===== src/shared/pccu_pkg.sv =====
// Shared constants and types of the position counter and compare unit
package pccu_pkg;

  // System clock rate
  localparam int unsigned CLK_HZ = 25_000_000;

  // AHB-Lite byte offsets of the software-visible registers
  localparam logic [7:0] OFS_COMMAND = 8'h00;
  localparam logic [7:0] OFS_MODE_TWO = 8'h04;
  localparam logic [7:0] OFS_DATA_LOW = 8'h08;
  localparam logic [7:0] OFS_DATA_HIGH = 8'h0C;
  localparam logic [7:0] OFS_STATUS_TWO = 8'h10;
  localparam logic [7:0] OFS_READ_DATA = 8'h14;
  localparam logic [7:0] OFS_COMPARE_STATUS = 8'h18;
  localparam logic [7:0] OFS_EVENT_ENABLE = 8'h1C;

  // Command codes written to the command register
  localparam logic [7:0] CMD_WR_SPEED = 8'h05;
  localparam logic [7:0] CMD_WR_LOGICAL = 8'h09;
  localparam logic [7:0] CMD_WR_ENCODER = 8'h0A;
  localparam logic [7:0] CMD_WR_LIMIT_PLUS = 8'h0B;
  localparam logic [7:0] CMD_WR_LIMIT_MINUS = 8'h0C;
  localparam logic [7:0] CMD_WR_LOGICAL_MAX = 8'h0E;
  localparam logic [7:0] CMD_WR_ENCODER_MAX = 8'h0F;
  localparam logic [7:0] CMD_WR_COMPARE0 = 8'h10;
  localparam logic [7:0] CMD_WR_COMPARE_MODE = 8'h20;
  localparam logic [7:0] CMD_RD_LOGICAL = 8'h30;
  localparam logic [7:0] CMD_RD_ENCODER = 8'h31;
  localparam logic [7:0] CMD_RD_COMPARE0 = 8'h34;
  localparam logic [7:0] CMD_RD_COMPARE_MODE = 8'h40;
  localparam logic [7:0] CMD_DRIVE_PLUS = 8'h60;
  localparam logic [7:0] CMD_DRIVE_MINUS = 8'h61;
  localparam logic [7:0] CMD_STOP_DECEL = 8'h66;
  localparam logic [7:0] CMD_STOP_INSTANT = 8'h67;

  // Bit positions in mode_register_two
  localparam int M2_ENC_UPDOWN = 0;
  localparam int M2_LIMIT_EN = 13;
  localparam int M2_LIMIT_OBJ = 14;
  localparam int M2_STOP_INSTANT = 15;

  // Bit positions in status_register_two and the compare status word
  localparam int ST2_PLUS_ERR = 0;
  localparam int ST2_MINUS_ERR = 1;
  localparam int CS_RUNNING = 8;
  localparam int CS_DIR_MINUS = 9;

  // Values after reset
  localparam logic [15:0] MODE_TWO_RST = 16'h0000;
  localparam logic [31:0] RING_MAX_RST = 32'hFFFF_FFFF;
  localparam logic [31:0] SPEED_RST = 32'h0000_0000;
  localparam logic [3:0] EVENT_EN_RST = 4'h0;

  typedef enum logic [1:0] {
    PCCU_OBJ_LOGICAL,
    PCCU_OBJ_ENCODER,
    PCCU_OBJ_SPEED,
    PCCU_OBJ_TIMER
  } pccu_obj_t;

  typedef enum logic [1:0] {
    PCCU_COND_GE,
    PCCU_COND_GT,
    PCCU_COND_EQ,
    PCCU_COND_LT
  } pccu_cond_t;

endpackage


===== src/pccu_top.sv =====
// Position counters, soft limit, ring wrap and compare unit behind AHB-Lite
// Function
// - Mix two period lengths for exact average rate
// - Logical counter follows emitted drive pulses
// - Encoder counter: quadrature or up/down inputs
// - Counters are signed 32-bit two's complement
// - Host reads or writes counters anytime
// - Mode bit 14 picks limit counter
// - Plus error at >=, minus at <
// - Limit error stops drive, sets flag
// - Flag clears after reverse drive, back inside
// - Bit 13 enables, bit 15 stop type
// - Soft limit disabled after reset
// - Default maximum wraps full 32 bits
// - Programmable ring maximum wraps both ways
// - Commands 0Eh, 0Fh load ring maxima
// - Ring maxima reset to all ones
// - Four compare registers, commands 10h-13h
// - Object field selects counter, speed, timer
// - Condition field selects >=, >, =, <
// - Command 20h sets modes, 40h reads
// - Compare results readable and drive outputs
// - Compare events only on false-to-true
//
// Added by the designer: the placing of the registers and register access over AHB-Lite.
module pccu_top #(
  parameter int unsigned CLK_HZ = pccu_pkg::CLK_HZ
) (
  input wire logic hclk,
  input wire logic hresetn,
  input wire logic hsel,
  input wire logic [31:0] haddr,
  input wire logic [1:0] htrans,
  input wire logic hwrite,
  input wire logic [2:0] hsize,
  input wire logic [31:0] hwdata,
  input wire logic hready,
  output logic [31:0] hrdata,
  output logic hreadyout,
  output logic hresp,
  input wire logic enc_a,
  input wire logic enc_b,
  input wire logic [31:0] current_timer_value,
  output logic drive_pulse_plus,
  output logic drive_pulse_minus,
  output logic [3:0] compare_out,
  output logic [3:0] compare_event
);

  if (CLK_HZ < 2) begin : g_bad_clk
    $error("pccu_top: CLK_HZ too small");
  end

  // Ring counter step; an all-ones maximum gives plain 32-bit wrapping
  function automatic logic [31:0] ring_step(input logic [31:0] val, input logic [31:0] max,
                                            input logic up);
    if (up) begin
      ring_step = (val == max) ? 32'h0000_0000 : val + 32'h0000_0001;
    end else begin
      ring_step = (val == 32'h0000_0000) ? max : val - 32'h0000_0001;
    end
  endfunction

  function automatic logic compare(input logic [31:0] obj, input logic [31:0] ref_val,
                                   input pccu_pkg::pccu_cond_t cond);
    unique case (cond)
      pccu_pkg::PCCU_COND_GE: compare = $signed(obj) >= $signed(ref_val);
      pccu_pkg::PCCU_COND_GT: compare = $signed(obj) > $signed(ref_val);
      pccu_pkg::PCCU_COND_EQ: compare = obj == ref_val;
      pccu_pkg::PCCU_COND_LT: compare = $signed(obj) < $signed(ref_val);
    endcase
  endfunction

  typedef enum logic [1:0] {
    PCCU_IDLE,
    PCCU_RUN,
    PCCU_STOPPING
  } pccu_drive_t;

  // Bus state
  logic ph_wr_ff;
  logic ph_rd_ff;
  logic rd_wait_ff;
  logic [7:0] ph_addr_ff;
  logic [31:0] hrdata_ff;
  logic bus_take;
  logic wr_en;
  logic cmd_stb;
  logic [7:0] cmd;
  logic [31:0] wdata;
  logic [31:0] data_word;

  // Registers
  logic [15:0] mode_two_ff;
  logic [15:0] data_low_ff;
  logic [15:0] data_high_ff;
  logic [31:0] read_data_ff;
  logic [3:0] event_en_ff;
  logic [31:0] speed_ff;
  logic [31:0] logical_position_counter_ff;
  logic [31:0] encoder_position_counter_ff;
  logic [31:0] logical_ring_maximum_ff;
  logic [31:0] encoder_ring_maximum_ff;
  logic [31:0] soft_limit_plus_ff;
  logic [31:0] soft_limit_minus_ff;
  logic [31:0] compare_register_ff [4];
  logic [15:0] compare_mode_setting_ff;
  logic [3:0] compare_ff;
  logic [3:0] compare_prev_ff;

  // Drive and limit state
  pccu_drive_t drive_ff;
  logic dir_minus_ff;
  logic plus_err_ff;
  logic minus_err_ff;
  logic reverse_of_plus_ff;
  logic reverse_of_minus_ff;
  logic step;
  logic pulse_level;
  logic running;
  logic [31:0] limit_obj;
  logic plus_hit;
  logic minus_hit;
  logic limit_stop;

  // Encoder, compare inputs and read mux
  logic enc_a_ff;
  logic enc_b_ff;
  logic enc_up;
  logic enc_down;
  logic [31:0] current_speed_value;
  logic [3:0] nxt_compare;
  logic [31:0] rd_mux;

  // AHB-Lite slave: writes take no wait, reads take one wait state
  assign bus_take = hsel && hready && htrans[1];
  assign wr_en = ph_wr_ff;
  assign wdata = hwdata;
  assign data_word = {data_high_ff, data_low_ff};
  assign cmd_stb = wr_en && (ph_addr_ff == pccu_pkg::OFS_COMMAND);
  assign cmd = hwdata[7:0];
  assign hreadyout = !rd_wait_ff;
  assign hresp = 1'b0;
  assign hrdata = hrdata_ff;

  always_ff @(posedge hclk or negedge hresetn) begin
    if (!hresetn) begin
      ph_wr_ff <= 1'b0;
      ph_rd_ff <= 1'b0;
      rd_wait_ff <= 1'b0;
      ph_addr_ff <= 8'h00;
    end else begin
      ph_wr_ff <= bus_take && hwrite;
      ph_rd_ff <= bus_take && !hwrite;
      rd_wait_ff <= bus_take && !hwrite;
      if (bus_take) begin
        ph_addr_ff <= {haddr[7:2], 2'b00};
      end
    end
  end

  always_comb begin
    unique case (ph_addr_ff)
      pccu_pkg::OFS_MODE_TWO: rd_mux = {16'h0000, mode_two_ff};
      pccu_pkg::OFS_DATA_LOW: rd_mux = {16'h0000, data_low_ff};
      pccu_pkg::OFS_DATA_HIGH: rd_mux = {16'h0000, data_high_ff};
      pccu_pkg::OFS_STATUS_TWO: rd_mux = {30'h000_0000, minus_err_ff, plus_err_ff};
      pccu_pkg::OFS_READ_DATA: rd_mux = read_data_ff;
      pccu_pkg::OFS_COMPARE_STATUS: rd_mux = {22'h0_0000, dir_minus_ff, running, 4'h0,
                                              compare_ff};
      pccu_pkg::OFS_EVENT_ENABLE: rd_mux = {28'h000_0000, event_en_ff};
      default: rd_mux = 32'h0000_0000;
    endcase
  end

  // Read data is sampled in the wait cycle so hrdata leaves a flip-flop
  always_ff @(posedge hclk or negedge hresetn) begin
    if (!hresetn) begin
      hrdata_ff <= 32'h0000_0000;
    end else if (ph_rd_ff && rd_wait_ff) begin
      hrdata_ff <= rd_mux;
    end
  end

  // Plain registers written directly over the bus
  always_ff @(posedge hclk or negedge hresetn) begin
    if (!hresetn) begin
      mode_two_ff <= pccu_pkg::MODE_TWO_RST;
      data_low_ff <= 16'h0000;
      data_high_ff <= 16'h0000;
      event_en_ff <= pccu_pkg::EVENT_EN_RST;
    end else if (wr_en) begin
      unique case (ph_addr_ff)
        pccu_pkg::OFS_MODE_TWO: mode_two_ff <= wdata[15:0];
        pccu_pkg::OFS_DATA_LOW: data_low_ff <= wdata[15:0];
        pccu_pkg::OFS_DATA_HIGH: data_high_ff <= wdata[15:0];
        pccu_pkg::OFS_EVENT_ENABLE: event_en_ff <= wdata[3:0];
        default: ;
      endcase
    end
  end

  // Command-loaded parameters; limits accept writes at any time
  always_ff @(posedge hclk or negedge hresetn) begin
    if (!hresetn) begin
      speed_ff <= pccu_pkg::SPEED_RST;
      logical_ring_maximum_ff <= pccu_pkg::RING_MAX_RST;
      encoder_ring_maximum_ff <= pccu_pkg::RING_MAX_RST;
      soft_limit_plus_ff <= 32'h0000_0000;
      soft_limit_minus_ff <= 32'h0000_0000;
      compare_mode_setting_ff <= 16'h0000;
    end else if (cmd_stb) begin
      unique case (cmd)
        pccu_pkg::CMD_WR_SPEED: speed_ff <= {data_high_ff, data_low_ff};
        pccu_pkg::CMD_WR_LOGICAL_MAX: logical_ring_maximum_ff <= data_word;
        pccu_pkg::CMD_WR_ENCODER_MAX: encoder_ring_maximum_ff <= data_word;
        pccu_pkg::CMD_WR_LIMIT_PLUS: soft_limit_plus_ff <= {data_high_ff, data_low_ff};
        pccu_pkg::CMD_WR_LIMIT_MINUS: soft_limit_minus_ff <= {data_high_ff, data_low_ff};
        pccu_pkg::CMD_WR_COMPARE_MODE: compare_mode_setting_ff <= data_low_ff;
        default: ;
      endcase
    end
  end

  // Compare registers: no reset value is promised, cleared for determinism
  always_ff @(posedge hclk or negedge hresetn) begin
    if (!hresetn) begin
      for (int i = 0; i < 4; i++) begin
        compare_register_ff[i] <= 32'h0000_0000;
      end
    end else if (cmd_stb && (cmd[7:2] == pccu_pkg::CMD_WR_COMPARE0[7:2])) begin
      compare_register_ff[cmd[1:0]] <= {data_high_ff, data_low_ff};
    end
  end

  // Read commands latch their answer into the read data register
  always_ff @(posedge hclk or negedge hresetn) begin
    if (!hresetn) begin
      read_data_ff <= 32'h0000_0000;
    end else if (cmd_stb) begin
      if (cmd == pccu_pkg::CMD_RD_LOGICAL) begin
        read_data_ff <= logical_position_counter_ff;
      end else if (cmd == pccu_pkg::CMD_RD_ENCODER) begin
        read_data_ff <= encoder_position_counter_ff;
      end else if (cmd[7:2] == pccu_pkg::CMD_RD_COMPARE0[7:2]) begin
        read_data_ff <= compare_register_ff[cmd[1:0]];
      end else if (cmd == pccu_pkg::CMD_RD_COMPARE_MODE) begin
        read_data_ff <= {16'h0000, compare_mode_setting_ff};
      end
    end
  end

  // Soft limit against the selected counter
  assign limit_obj = mode_two_ff[pccu_pkg::M2_LIMIT_OBJ] ? encoder_position_counter_ff
                                                         : logical_position_counter_ff;
  assign plus_hit = $signed(limit_obj) >= $signed(soft_limit_plus_ff);
  assign minus_hit = $signed(limit_obj) < $signed(soft_limit_minus_ff);
  assign limit_stop = running && ((plus_err_ff && !dir_minus_ff) ||
                                  (minus_err_ff && dir_minus_ff));

  // A flag is sticky: setting wins over the reverse-drive clear in the same cycle; clearing bit 13 clears both flags
  always_ff @(posedge hclk or negedge hresetn) begin
    if (!hresetn) begin
      plus_err_ff <= 1'b0;
      minus_err_ff <= 1'b0;
    end else if (!mode_two_ff[pccu_pkg::M2_LIMIT_EN]) begin
      plus_err_ff <= 1'b0;
      minus_err_ff <= 1'b0;
    end else begin
      if (plus_hit) begin
        plus_err_ff <= 1'b1;
      end else if (reverse_of_plus_ff) begin
        plus_err_ff <= 1'b0;
      end
      if (minus_hit) begin
        minus_err_ff <= 1'b1;
      end else if (reverse_of_minus_ff) begin
        minus_err_ff <= 1'b0;
      end
    end
  end

  // Remembers that an opposite-direction drive was commanded after the error
  always_ff @(posedge hclk or negedge hresetn) begin
    if (!hresetn) begin
      reverse_of_plus_ff <= 1'b0;
      reverse_of_minus_ff <= 1'b0;
    end else begin
      if (!plus_err_ff) begin
        reverse_of_plus_ff <= 1'b0;
      end else if (cmd_stb && cmd == pccu_pkg::CMD_DRIVE_MINUS) begin
        reverse_of_plus_ff <= 1'b1;
      end
      if (!minus_err_ff) begin
        reverse_of_minus_ff <= 1'b0;
      end else if (cmd_stb && cmd == pccu_pkg::CMD_DRIVE_PLUS) begin
        reverse_of_minus_ff <= 1'b1;
      end
    end
  end

  // Drive control; decelerating stop finishes the pulse in flight because
  // no acceleration profile is modelled here
  assign running = drive_ff != PCCU_IDLE;

  always_ff @(posedge hclk or negedge hresetn) begin
    if (!hresetn) begin
      drive_ff <= PCCU_IDLE;
      dir_minus_ff <= 1'b0;
    end else begin
      unique case (drive_ff)
        PCCU_IDLE: begin
          if (cmd_stb && cmd[7:1] == pccu_pkg::CMD_DRIVE_PLUS[7:1]) begin
            drive_ff <= PCCU_RUN;
            dir_minus_ff <= cmd[0];
          end
        end
        PCCU_RUN: begin
          if ((cmd_stb && cmd == pccu_pkg::CMD_STOP_INSTANT) ||
              (limit_stop && mode_two_ff[pccu_pkg::M2_STOP_INSTANT])) begin
            drive_ff <= PCCU_IDLE;
          end else if ((cmd_stb && cmd == pccu_pkg::CMD_STOP_DECEL) || limit_stop) begin
            drive_ff <= PCCU_STOPPING;
          end
        end
        PCCU_STOPPING: begin
          if (step || (cmd_stb && cmd == pccu_pkg::CMD_STOP_INSTANT)) begin
            drive_ff <= PCCU_IDLE;
          end
        end
      endcase
    end
  end

  pccu_pulse_gen #(
    .CLK_HZ(CLK_HZ)
  ) u_pulse_gen (
    .hclk(hclk),
    .hresetn(hresetn),
    .run(running),
    .speed(speed_ff),
    .step(step),
    .pulse_out(pulse_level)
  );

  // Pins are registered so the direction split adds no glitch
  always_ff @(posedge hclk or negedge hresetn) begin
    if (!hresetn) begin
      drive_pulse_plus <= 1'b0;
      drive_pulse_minus <= 1'b0;
    end else begin
      drive_pulse_plus <= pulse_level && !dir_minus_ff;
      drive_pulse_minus <= pulse_level && dir_minus_ff;
    end
  end

  // Host write wins over a count in the same cycle
  always_ff @(posedge hclk or negedge hresetn) begin
    if (!hresetn) begin
      logical_position_counter_ff <= 32'h0000_0000;
    end else if (cmd_stb && cmd == pccu_pkg::CMD_WR_LOGICAL) begin
      logical_position_counter_ff <= {data_high_ff, data_low_ff};
    end else if (step) begin
      logical_position_counter_ff <= ring_step(logical_position_counter_ff,
                                               logical_ring_maximum_ff, !dir_minus_ff);
    end
  end

  // Encoder decode: inputs are synchronous, previous levels kept for edges
  always_ff @(posedge hclk or negedge hresetn) begin
    if (!hresetn) begin
      enc_a_ff <= 1'b0;
      enc_b_ff <= 1'b0;
    end else begin
      enc_a_ff <= enc_a;
      enc_b_ff <= enc_b;
    end
  end

  always_comb begin
    if (mode_two_ff[pccu_pkg::M2_ENC_UPDOWN]) begin
      enc_up = enc_a && !enc_a_ff && !(enc_b && !enc_b_ff);
      enc_down = enc_b && !enc_b_ff && !(enc_a && !enc_a_ff);
    end else begin
      // One count per quadrature edge; a double change is dropped as invalid
      enc_up = ((enc_a ^ enc_a_ff) && (enc_a != enc_b)) ||
               ((enc_b ^ enc_b_ff) && (enc_a == enc_b));
      enc_down = ((enc_a ^ enc_a_ff) && (enc_a == enc_b)) ||
                 ((enc_b ^ enc_b_ff) && (enc_a != enc_b));
      if ((enc_a ^ enc_a_ff) && (enc_b ^ enc_b_ff)) begin
        enc_up = 1'b0;
        enc_down = 1'b0;
      end
    end
  end

  always_ff @(posedge hclk or negedge hresetn) begin
    if (!hresetn) begin
      encoder_position_counter_ff <= 32'h0000_0000;
    end else if (cmd_stb && cmd == pccu_pkg::CMD_WR_ENCODER) begin
      encoder_position_counter_ff <= {data_high_ff, data_low_ff};
    end else if (enc_up || enc_down) begin
      encoder_position_counter_ff <= ring_step(encoder_position_counter_ff,
                                               encoder_ring_maximum_ff, enc_up);
    end
  end

  // Compare against live objects
  assign current_speed_value = running ? speed_ff : 32'h0000_0000;

  always_comb begin
    for (int i = 0; i < 4; i++) begin
      logic [31:0] obj;
      obj = logical_position_counter_ff;
      unique case (pccu_pkg::pccu_obj_t'(compare_mode_setting_ff[4*i +: 2]))
        pccu_pkg::PCCU_OBJ_LOGICAL: obj = logical_position_counter_ff;
        pccu_pkg::PCCU_OBJ_ENCODER: obj = encoder_position_counter_ff;
        pccu_pkg::PCCU_OBJ_SPEED: obj = current_speed_value;
        pccu_pkg::PCCU_OBJ_TIMER: obj = current_timer_value;
      endcase
      nxt_compare[i] = compare(obj, compare_register_ff[i],
                               pccu_pkg::pccu_cond_t'(compare_mode_setting_ff[4*i+2 +: 2]));
    end
  end

  always_ff @(posedge hclk or negedge hresetn) begin
    if (!hresetn) begin
      compare_ff <= 4'h0;
      compare_prev_ff <= 4'h0;
    end else begin
      compare_ff <= nxt_compare;
      compare_prev_ff <= compare_ff;
    end
  end

  // Edge detection ensures an already-true result raises no event when enabled
  assign compare_out = compare_ff;
  assign compare_event = compare_ff & ~compare_prev_ff & event_en_ff;

endmodule


===== src/pccu_pulse_gen.sv =====
// Drive pulse generator with fractional period accumulation
module pccu_pulse_gen #(
  parameter int unsigned CLK_HZ = pccu_pkg::CLK_HZ
) (
  input wire logic hclk,
  input wire logic hresetn,
  input wire logic run,
  input wire logic [31:0] speed,
  output logic step,
  output logic pulse_out
);

  if (CLK_HZ < 2 || CLK_HZ > 32'h7FFF_FFFF) begin : g_bad_clk
    $error("pccu_pulse_gen: CLK_HZ out of range");
  end

  localparam logic [31:0] HZ = 32'(CLK_HZ);
  localparam logic [31:0] HALF = 32'(CLK_HZ / 2);

  logic [31:0] acc_ff;
  logic [31:0] spd;
  logic [31:0] sum;
  logic [31:0] nxt_acc;
  logic wrap;

  // The accumulator overflows on average at the requested rate, capped at half the clock, so the period
  // alternates between the two neighbouring whole counts of clocks.
  always_comb begin
    spd = (speed > HALF) ? HALF : speed;
    sum = acc_ff + spd;
    wrap = run && (sum >= HZ);
    nxt_acc = wrap ? (sum - HZ) : (run ? sum : 32'h0000_0000);
  end

  always_ff @(posedge hclk or negedge hresetn) begin
    if (!hresetn) begin
      acc_ff <= 32'h0000_0000;
    end else begin
      acc_ff <= nxt_acc;
    end
  end

  // Pin is low for the first half of each period and high for the second
  always_ff @(posedge hclk or negedge hresetn) begin
    if (!hresetn) begin
      step <= 1'b0;
      pulse_out <= 1'b0;
    end else begin
      step <= wrap;
      pulse_out <= run && (nxt_acc >= HALF);
    end
  end

endmodule


===== config.mk =====
export PLATFORM = sky130hd
export DESIGN_NAME = pccu_top
export DESIGN_NICKNAME = d
export VERILOG_FILES = /design/src/shared/pccu_pkg.sv /design/src/pccu_top.sv /design/src/pccu_pulse_gen.sv
export SDC_FILE = /design/constraint.sdc
export NUM_CORES = 2
export LEC_CHECK = 0
export BUFFER_PORTS_ARGS = -buffer_cell sky130_fd_sc_hd__buf_4
export CORE_ASPECT_RATIO = 0.9
export CORE_MARGIN = 3
export CORE_UTILIZATION = 30
export CTS_BUF_LIST = sky130_fd_sc_hd__clkbuf_8
export DETAILED_ROUTE_END_ITERATION = 7
export PLACE_DENSITY = 0.45
export SLEW_MARGIN = 0
export SYNTH_ARGS = -nofsm -noshare
export SYNTH_HDL_FRONTEND = slang
export SYNTH_HIERARCHICAL = 1
export SYNTH_SLANG_ARGS = --single-unit

===== constraint.sdc =====
create_clock -name hclk -period 7.8 [get_ports hclk]
set_clock_uncertainty 0.2 [all_clocks]
set_input_delay 0.78 -clock hclk [delete_from_list [all_inputs] [get_ports hclk]]
set_output_delay 0.78 -clock hclk [all_outputs]
set_load 0.03 [all_outputs]

[Word level (Yosys, flattened, before mapping)]
Index checks and enable logic that the tools add are counted.
Word-level totals
  output and inout bits: 44
  word-level logic and storage cells: 260
  register bits: 545
  input bits: 108
Operators by class
  reductions and logical operators: 74
  add/subtract/negate cells: 6
  bitwise operators: 6
  order comparisons: 19
  multiplexer cells: 53
  equal/unequal tests: 66
Operators with widths (number)
  $mux W32: 22
  $pmux W32 S4: 4
  $pmux W32 S7: 1
  $eq A32 B32 Y1: 6
  $ge A32 B32 Y1: 5
  $lt A32 B32 Y1: 5
  $bwmux W128: 1
  $gt A32 B32 Y1: 4
  $add A32 B1 Y32 const B: 2
  $bmux W32 S2: 1
  $demux W32 S2: 1
  $logic_not A32 Y1: 2
  $sub A32 B1 Y32 const B: 2
  $eq A8 B4 Y1 const B: 6
  $eq A8 B7 Y1 const B: 5
  $eq A2 B2 Y1 const B: 17
  $add A32 B32 Y32: 1
  $ge A32 B24 Y1 const B: 1
  $ge A32 B25 Y1 const B: 1
  $gt A32 B24 Y1 const B: 1
  $sub A32 B25 Y32 const B: 1
  $logic_and A1 B1 Y1: 31
  $eq A6 B3 Y1 const B: 5
  $eq A8 B6 Y1 const B: 3
  other kinds (30): 96

[Depth between registers and ports, before layout]
  word-level depth: 8
  mapped depth: 28
  gate-level depth less buffers: 24

[By module]
Netlist, hierarchy kept.
By module, submodules not included
  pccu_top: instances 1, cells an instance 3495, area each 34764.6 µm², seq. area each 12867.3 µm²
  pccu_pulse_gen: instances 1, cells an instance 561, area each 4640.7 µm², seq. area each 850.8 µm²

[Worst setup path before layout]
No wires, ideal clock.
  path type: reg-to-reg
  from: register speed_ff[9]
  to: register u_pulse_gen.pulse_out
  stages on the path, launching flop included: 24
  library setup time: 0.095 ns
  data arrival time: 5.517 ns
  clock period less this slack: 5.812 ns
  setup slack: 1.988 ns
  data required time: 7.505 ns
  buffers on the path: 2
  cells stage by stage: dfrtp_1 -> or4_1 -> o21ai_0 -> nand2_1 -> a22o_1 -> a21oi_1 -> clkbuf_1 -> and2_1 -> ha_1 -> a211oi_2 -> o21a_1 -> xnor2_1 -> ha_1 -> or4b_2 -> nor4_1 -> or4_1 -> nand4_2 -> a221oi_2 -> and3b_1 -> buf_6 -> or3_4 -> a21oi_2 -> nand3_1 -> o31ai_1
Between the ends
  cells in the longest elaborated chain, start to end: 8
  elaborated cells between the ends (all ways): 10
  classes of those cells: 2 x add/sub; 3 x order compare; 3 x mux; 2 x reduce/logical
RTL lines
  from (decl): line pccu_top.sv:99  | logic [31:0] speed_ff;
  from (signal assigned): line pccu_top.sv:206  | speed_ff <= pccu_pkg::SPEED_RST;
  from (signal assigned): line pccu_top.sv:214  | pccu_pkg::CMD_WR_SPEED: speed_ff <= {data_high_ff, data_low_ff};
  $gt A32 B24 Y1: line pccu_pulse_gen.sv:29  | spd = (speed > HALF) ? HALF : speed;
  $mux W32 (*): line pccu_pulse_gen.sv:29
  $add A32 B32 Y32 (*): line pccu_pulse_gen.sv:30  | sum = acc_ff + spd;
  $ge A32 B25 Y1: line pccu_pulse_gen.sv:31  | wrap = run && (sum >= HZ);
  $logic_and A1 B1 Y1: line pccu_pulse_gen.sv:31
  $mux W32 (*): line pccu_pulse_gen.sv:32  | nxt_acc = wrap ? (sum - HZ) : (run ? sum : 32'h0000_0000);
  named net u_pulse_gen.nxt_acc[18]: line pccu_pulse_gen.sv:23  | logic [31:0] nxt_acc;
  $ge A32 B24 Y1 (*): line pccu_pulse_gen.sv:50  | pulse_out <= run && (nxt_acc >= HALF);
  $logic_and A1 B1 Y1 (*): line pccu_pulse_gen.sv:50
  to (signal assigned): line pccu_pulse_gen.sv:50
  to (decl): line pccu_pulse_gen.sv:10  | output logic pulse_out
Mark *: on every way through the listed nets, which the timed path passes. The rest lies on a longest branch.
A chain may end at the register's enable or synchronous reset.

[Worst setup path after layout]
  from: register speed_ff[9]
  to: register u_pulse_gen.pulse_out
Between the ends
  cells in the longest elaborated chain, start to end: 8
  elaborated cells between the ends (all ways): 10
  classes of those cells: 2 x add/sub; 3 x order compare; 3 x mux; 2 x reduce/logical
RTL lines (line)
  $gt A32 B24 Y1: pccu_pulse_gen.sv:29
  $mux W32 (*): pccu_pulse_gen.sv:29
  $add A32 B32 Y32 (*): pccu_pulse_gen.sv:30
  $ge A32 B25 Y1: pccu_pulse_gen.sv:31
  $logic_and A1 B1 Y1: pccu_pulse_gen.sv:31
  $mux W32 (*): pccu_pulse_gen.sv:32
  $ge A32 B24 Y1 (*): pccu_pulse_gen.sv:50
  $logic_and A1 B1 Y1 (*): pccu_pulse_gen.sv:50
Every way passes the cells marked *; elsewhere a longest branch is shown, timed or not.

==> run metrics <==
status=complete, no violations; Final setup viols=0; asr flop ratio synth=100.0%; WL/cell=27.35 um; Synth top area share=30.55%; Hold Path Class=in -> reg; Core Area=0.1298 sq mm; pre-CTS setup slack=0.7912 ns; crit end category=register; PnR worst setup slack=0.6282 ns; Routed Antenna Nets=0; crit-path max FO=30; CTS tree=done; HPWL after DPL=115.5 mm; port buffer count=104; WS Path Type=reg -> reg; Area growth syn-to-layout=12.26%; Mapped Area=0.03941 sq mm; vias post-DR=33147; Root Buffer=clkbuf_8; Yosys warnings=6; Post-synth top cells=dfrtp_1 (481), nand2_1 (355), mux2_2 (278); post-synthesis cell count=4056; slowest cell delay on critical path=0.58 ns; EDFF count, synth=0; WL final=160.6 mm; GRT Total Usage=23.16%; clock latency on the worst-skew pair=0.82 ns; area leader, netlist=dfrtp_1; layout cells sized above 1=23.40%; pin count of the biggest net entering global routing=139; Final Cycle Share=91.95%; CP cell instances=or4_1 > o21ai_0 > nand2_1 > a22o_1 > a21oi_1 > and2_1 > ha_1 > o21ai_0 > and2_1 > o21ai_0 > and2_1 > ha_1 > or4b_2 > nor4_1 > or4_1 > nand4_2 > a221oi_2 > nand3b_2 > nand3_1 > xnor2_1 > o31a_1 > and4bb_1 > o31ai_1; number of primary I/O pins=152; #FFs+latches synth=545; Max-cap violations=0; setup TNS=0 ns; Tot Pwr=10.46 mW; Startpoint Class=register; Max Freq=0.1394 GHz; Avg Cell Area, Syn=9.715 sq um; Die Footprint=0.1357 sq mm; dominant cells by area after synthesis=dfrtp_1 (31%), mux4_2 (9.3%), mux2_2 (7.9%); CP max stage cell=or4b_2; crit path DAT=7.63 ns; via-per-instance ratio=5.646; max-slew violations=0; Initial Util=30.36%; Tmin final=7.172 ns; PD cells=236.6 mW/mm^2; GP Congestion=0.9322; antenna violations before repair=8; fin cells=5871; first-pass GRT wire length=232.2 mm; Die Height=349.8 um; H-tree levels=3; GRT overflow=0; most common cell in the synthesized netlist=dfrtp_1; Leak=18.73 nW; post-synthesis sequential area ratio=34.81%; CTS clk-pin slew, worst paths=0.06 ns; RSZ-0062 raised after global routing=false; worst path buffer plus inverter count=0; CTS Buf Count=108; placed cell count=5651; Max IR drop VDD=0.0001284 V; relative slew slack=19.85%; number of unique standard cell types used by synthesis=108; Most used DFF post-synth=dfrtp_1; final net count=4406; Tightest Pin Transition=1.202 ns; num rows=125; DR iter-0 viols=3339; CP top delay family=simple AND/OR/NAND/NOR gates; Max Buffers Root-to-Sink=3; Clock Sink Count=545; vias in the first global route=31587; Chip Width=388.0 um; final routed DRC violation total=0; final hold violation count=0; CP required=8.26 ns; router iterations before antenna repair=6
==> worst register-to-register path, cell delays in order (launching register included) <==
cell	delay (ns)
dfrtp_1	0.40
or4_1	0.57
o21ai_0	0.17
nand2_1	0.08
a22o_1	0.21
a21oi_1	0.45
and2_1	0.21
ha_1	0.37
o21ai_0	0.23
and2_1	0.22
o21ai_0	0.21
and2_1	0.21
ha_1	0.17
or4b_2	0.58
nor4_1	0.39
or4_1	0.23
nand4_2	0.16
a221oi_2	0.31
nand3b_2	0.56
nand3_1	0.19
xnor2_1	0.19
o31a_1	0.32
and4bb_1	0.31
o31ai_1	0.09
==> kinds of logic after synthesis <==
| kind of cell | Yosys count | synth area share, % |
|---|---|---|
| adder cells (fa/ha/maj) | 237 | 7.544 |
| AO/OA/AOI/OAI | 909 | 14.99 |
| AND/OR/NAND/NOR | 1140 | 14.65 |
| other | 2 | 0.01906 |
| flip-flops | 545 | 34.81 |
| multiplexers | 472 | 18.02 |
| buffers and inverters | 568 | 5.846 |
| XOR/XNOR | 183 | 4.125 |
==> flip-flops by register name, indices dropped and copies added, names as in the netlist, 6 cells and up <==
register                     count
speed_ff                        32
logical_position_counter_ff     32
soft_limit_plus_ff              32
compare_register_ff            128
data_low_ff                     16
compare_mode_setting_ff         16
ph_addr_ff                       6
logical_ring_maximum_ff         32
soft_limit_minus_ff             32
read_data_ff                    32
u_pulse_gen/acc_ff              32
encoder_position_counter_ff     32
encoder_ring_maximum_ff         32
mode_two_ff                     16
hrdata                          32
data_high_ff                    16
==> path summary, 6_finish.rpt <==
check / slack (ns) / from / end / cells after the start
worst max register to register: 0.63 / speed_ff[9] / u_pulse_gen/pulse_out / 23
worst min-delay path: 0.07 / hwdata[15] / mode_two_ff[15] / 2
max in group asynchronous: 5.62 / hresetn / soft_limit_minus_ff[10] / 3
worst max-delay path: 0.63 / speed_ff[9] / u_pulse_gen/pulse_out / 23
worst min register to register: 0.26 / compare_out[3] / compare_prev_ff[3] / 0
min in group asynchronous: 0.44 / hresetn / compare_register_ff[118] / 2
==> power breakdown <==
group | leakage, nW | switching, mW | internal (mW)
logic | 11.0 | 2.37 | 1.53
clock network | 1.33 | 1.43 | 1.63
registers | 6.38 | 0.464 | 3.03
total | 18.7 | 4.27 | 6.19
==> layer usage <==
| layer | share of wire (%) | track usage, % | wire length (um) |
|---|---|---|---|
| met5 | 0 | 0 | 0 |
| met2 | 43 | 34.46 | 68930 |
| met4 | 3.2 | 7.368 | 5206 |
| met1 | 47 | 34.40 | 76220 |
| met3 | 6.4 | 3.294 | 10240 |
==> placed cells by master (no fill, tap or decap), types with 34 or more instances in the layout <==
cell | netlist | final
dfstp_2 | 64 | 64
nand3_1 | 93 | 92
buf_4 | 4 | 208
clkbuf_8 | 0 | 136
and2_1 | 41 | 41
mux4_2 | 162 | 162
nand2_1 | 355 | 354
o21ai_0 | 273 | 271
a211oi_1 | 56 | 56
dfrtp_1 | 481 | 477
a21oi_1 | 229 | 228
nor4_1 | 49 | 47
inv_1 | 229 | 277
o211ai_1 | 34 | 34
nor3_1 | 66 | 63
nor2_1 | 210 | 206
nor2b_1 | 51 | 50
ha_1 | 236 | 235
xnor2_1 | 115 | 115
mux2_2 | 278 | 278
xor2_1 | 65 | 65
nand2b_1 | 34 | 34
nand4_1 | 82 | 82
==> layout make-up <==
type                            instances  area [sq um]
Clock buffer                          136          1872
Sequential cell                       545         13720
Multi-Input combinational cell       2949         23490
Tap cell                             1714          2145
Inverter                              231         867.1
Clock inverter                         66         355.3
Timing Repair Buffer                  226          1777
Fill cell                           13363         85570
Antenna cell                            4         10.01
==> timing repair <==
action	4_1_cts	5_1_grt
resized for setup	0	0
hold buffers	14	0
endpoints found under the hold margin	91	0
setup buffers	0	0
==> through the flow <==
| step | hold WS [ns] | utilization [%] | area, sq um |
|---|---|---|---|
| floorplan | 0.2452 | - | 39430 |
| global placement | 0.2415 | 32.25 | 41860 |
| detailed placement | 0.2445 | 32.25 | 41860 |
| CTS | 0.01094 | 34.07 | 44230 |
| global route | 0.01582 | 34.07 | 44230 |
| finish | 0.07043 | 34.08 | 44240 |
No activity file was read; power rests on OpenSTA's default activity.
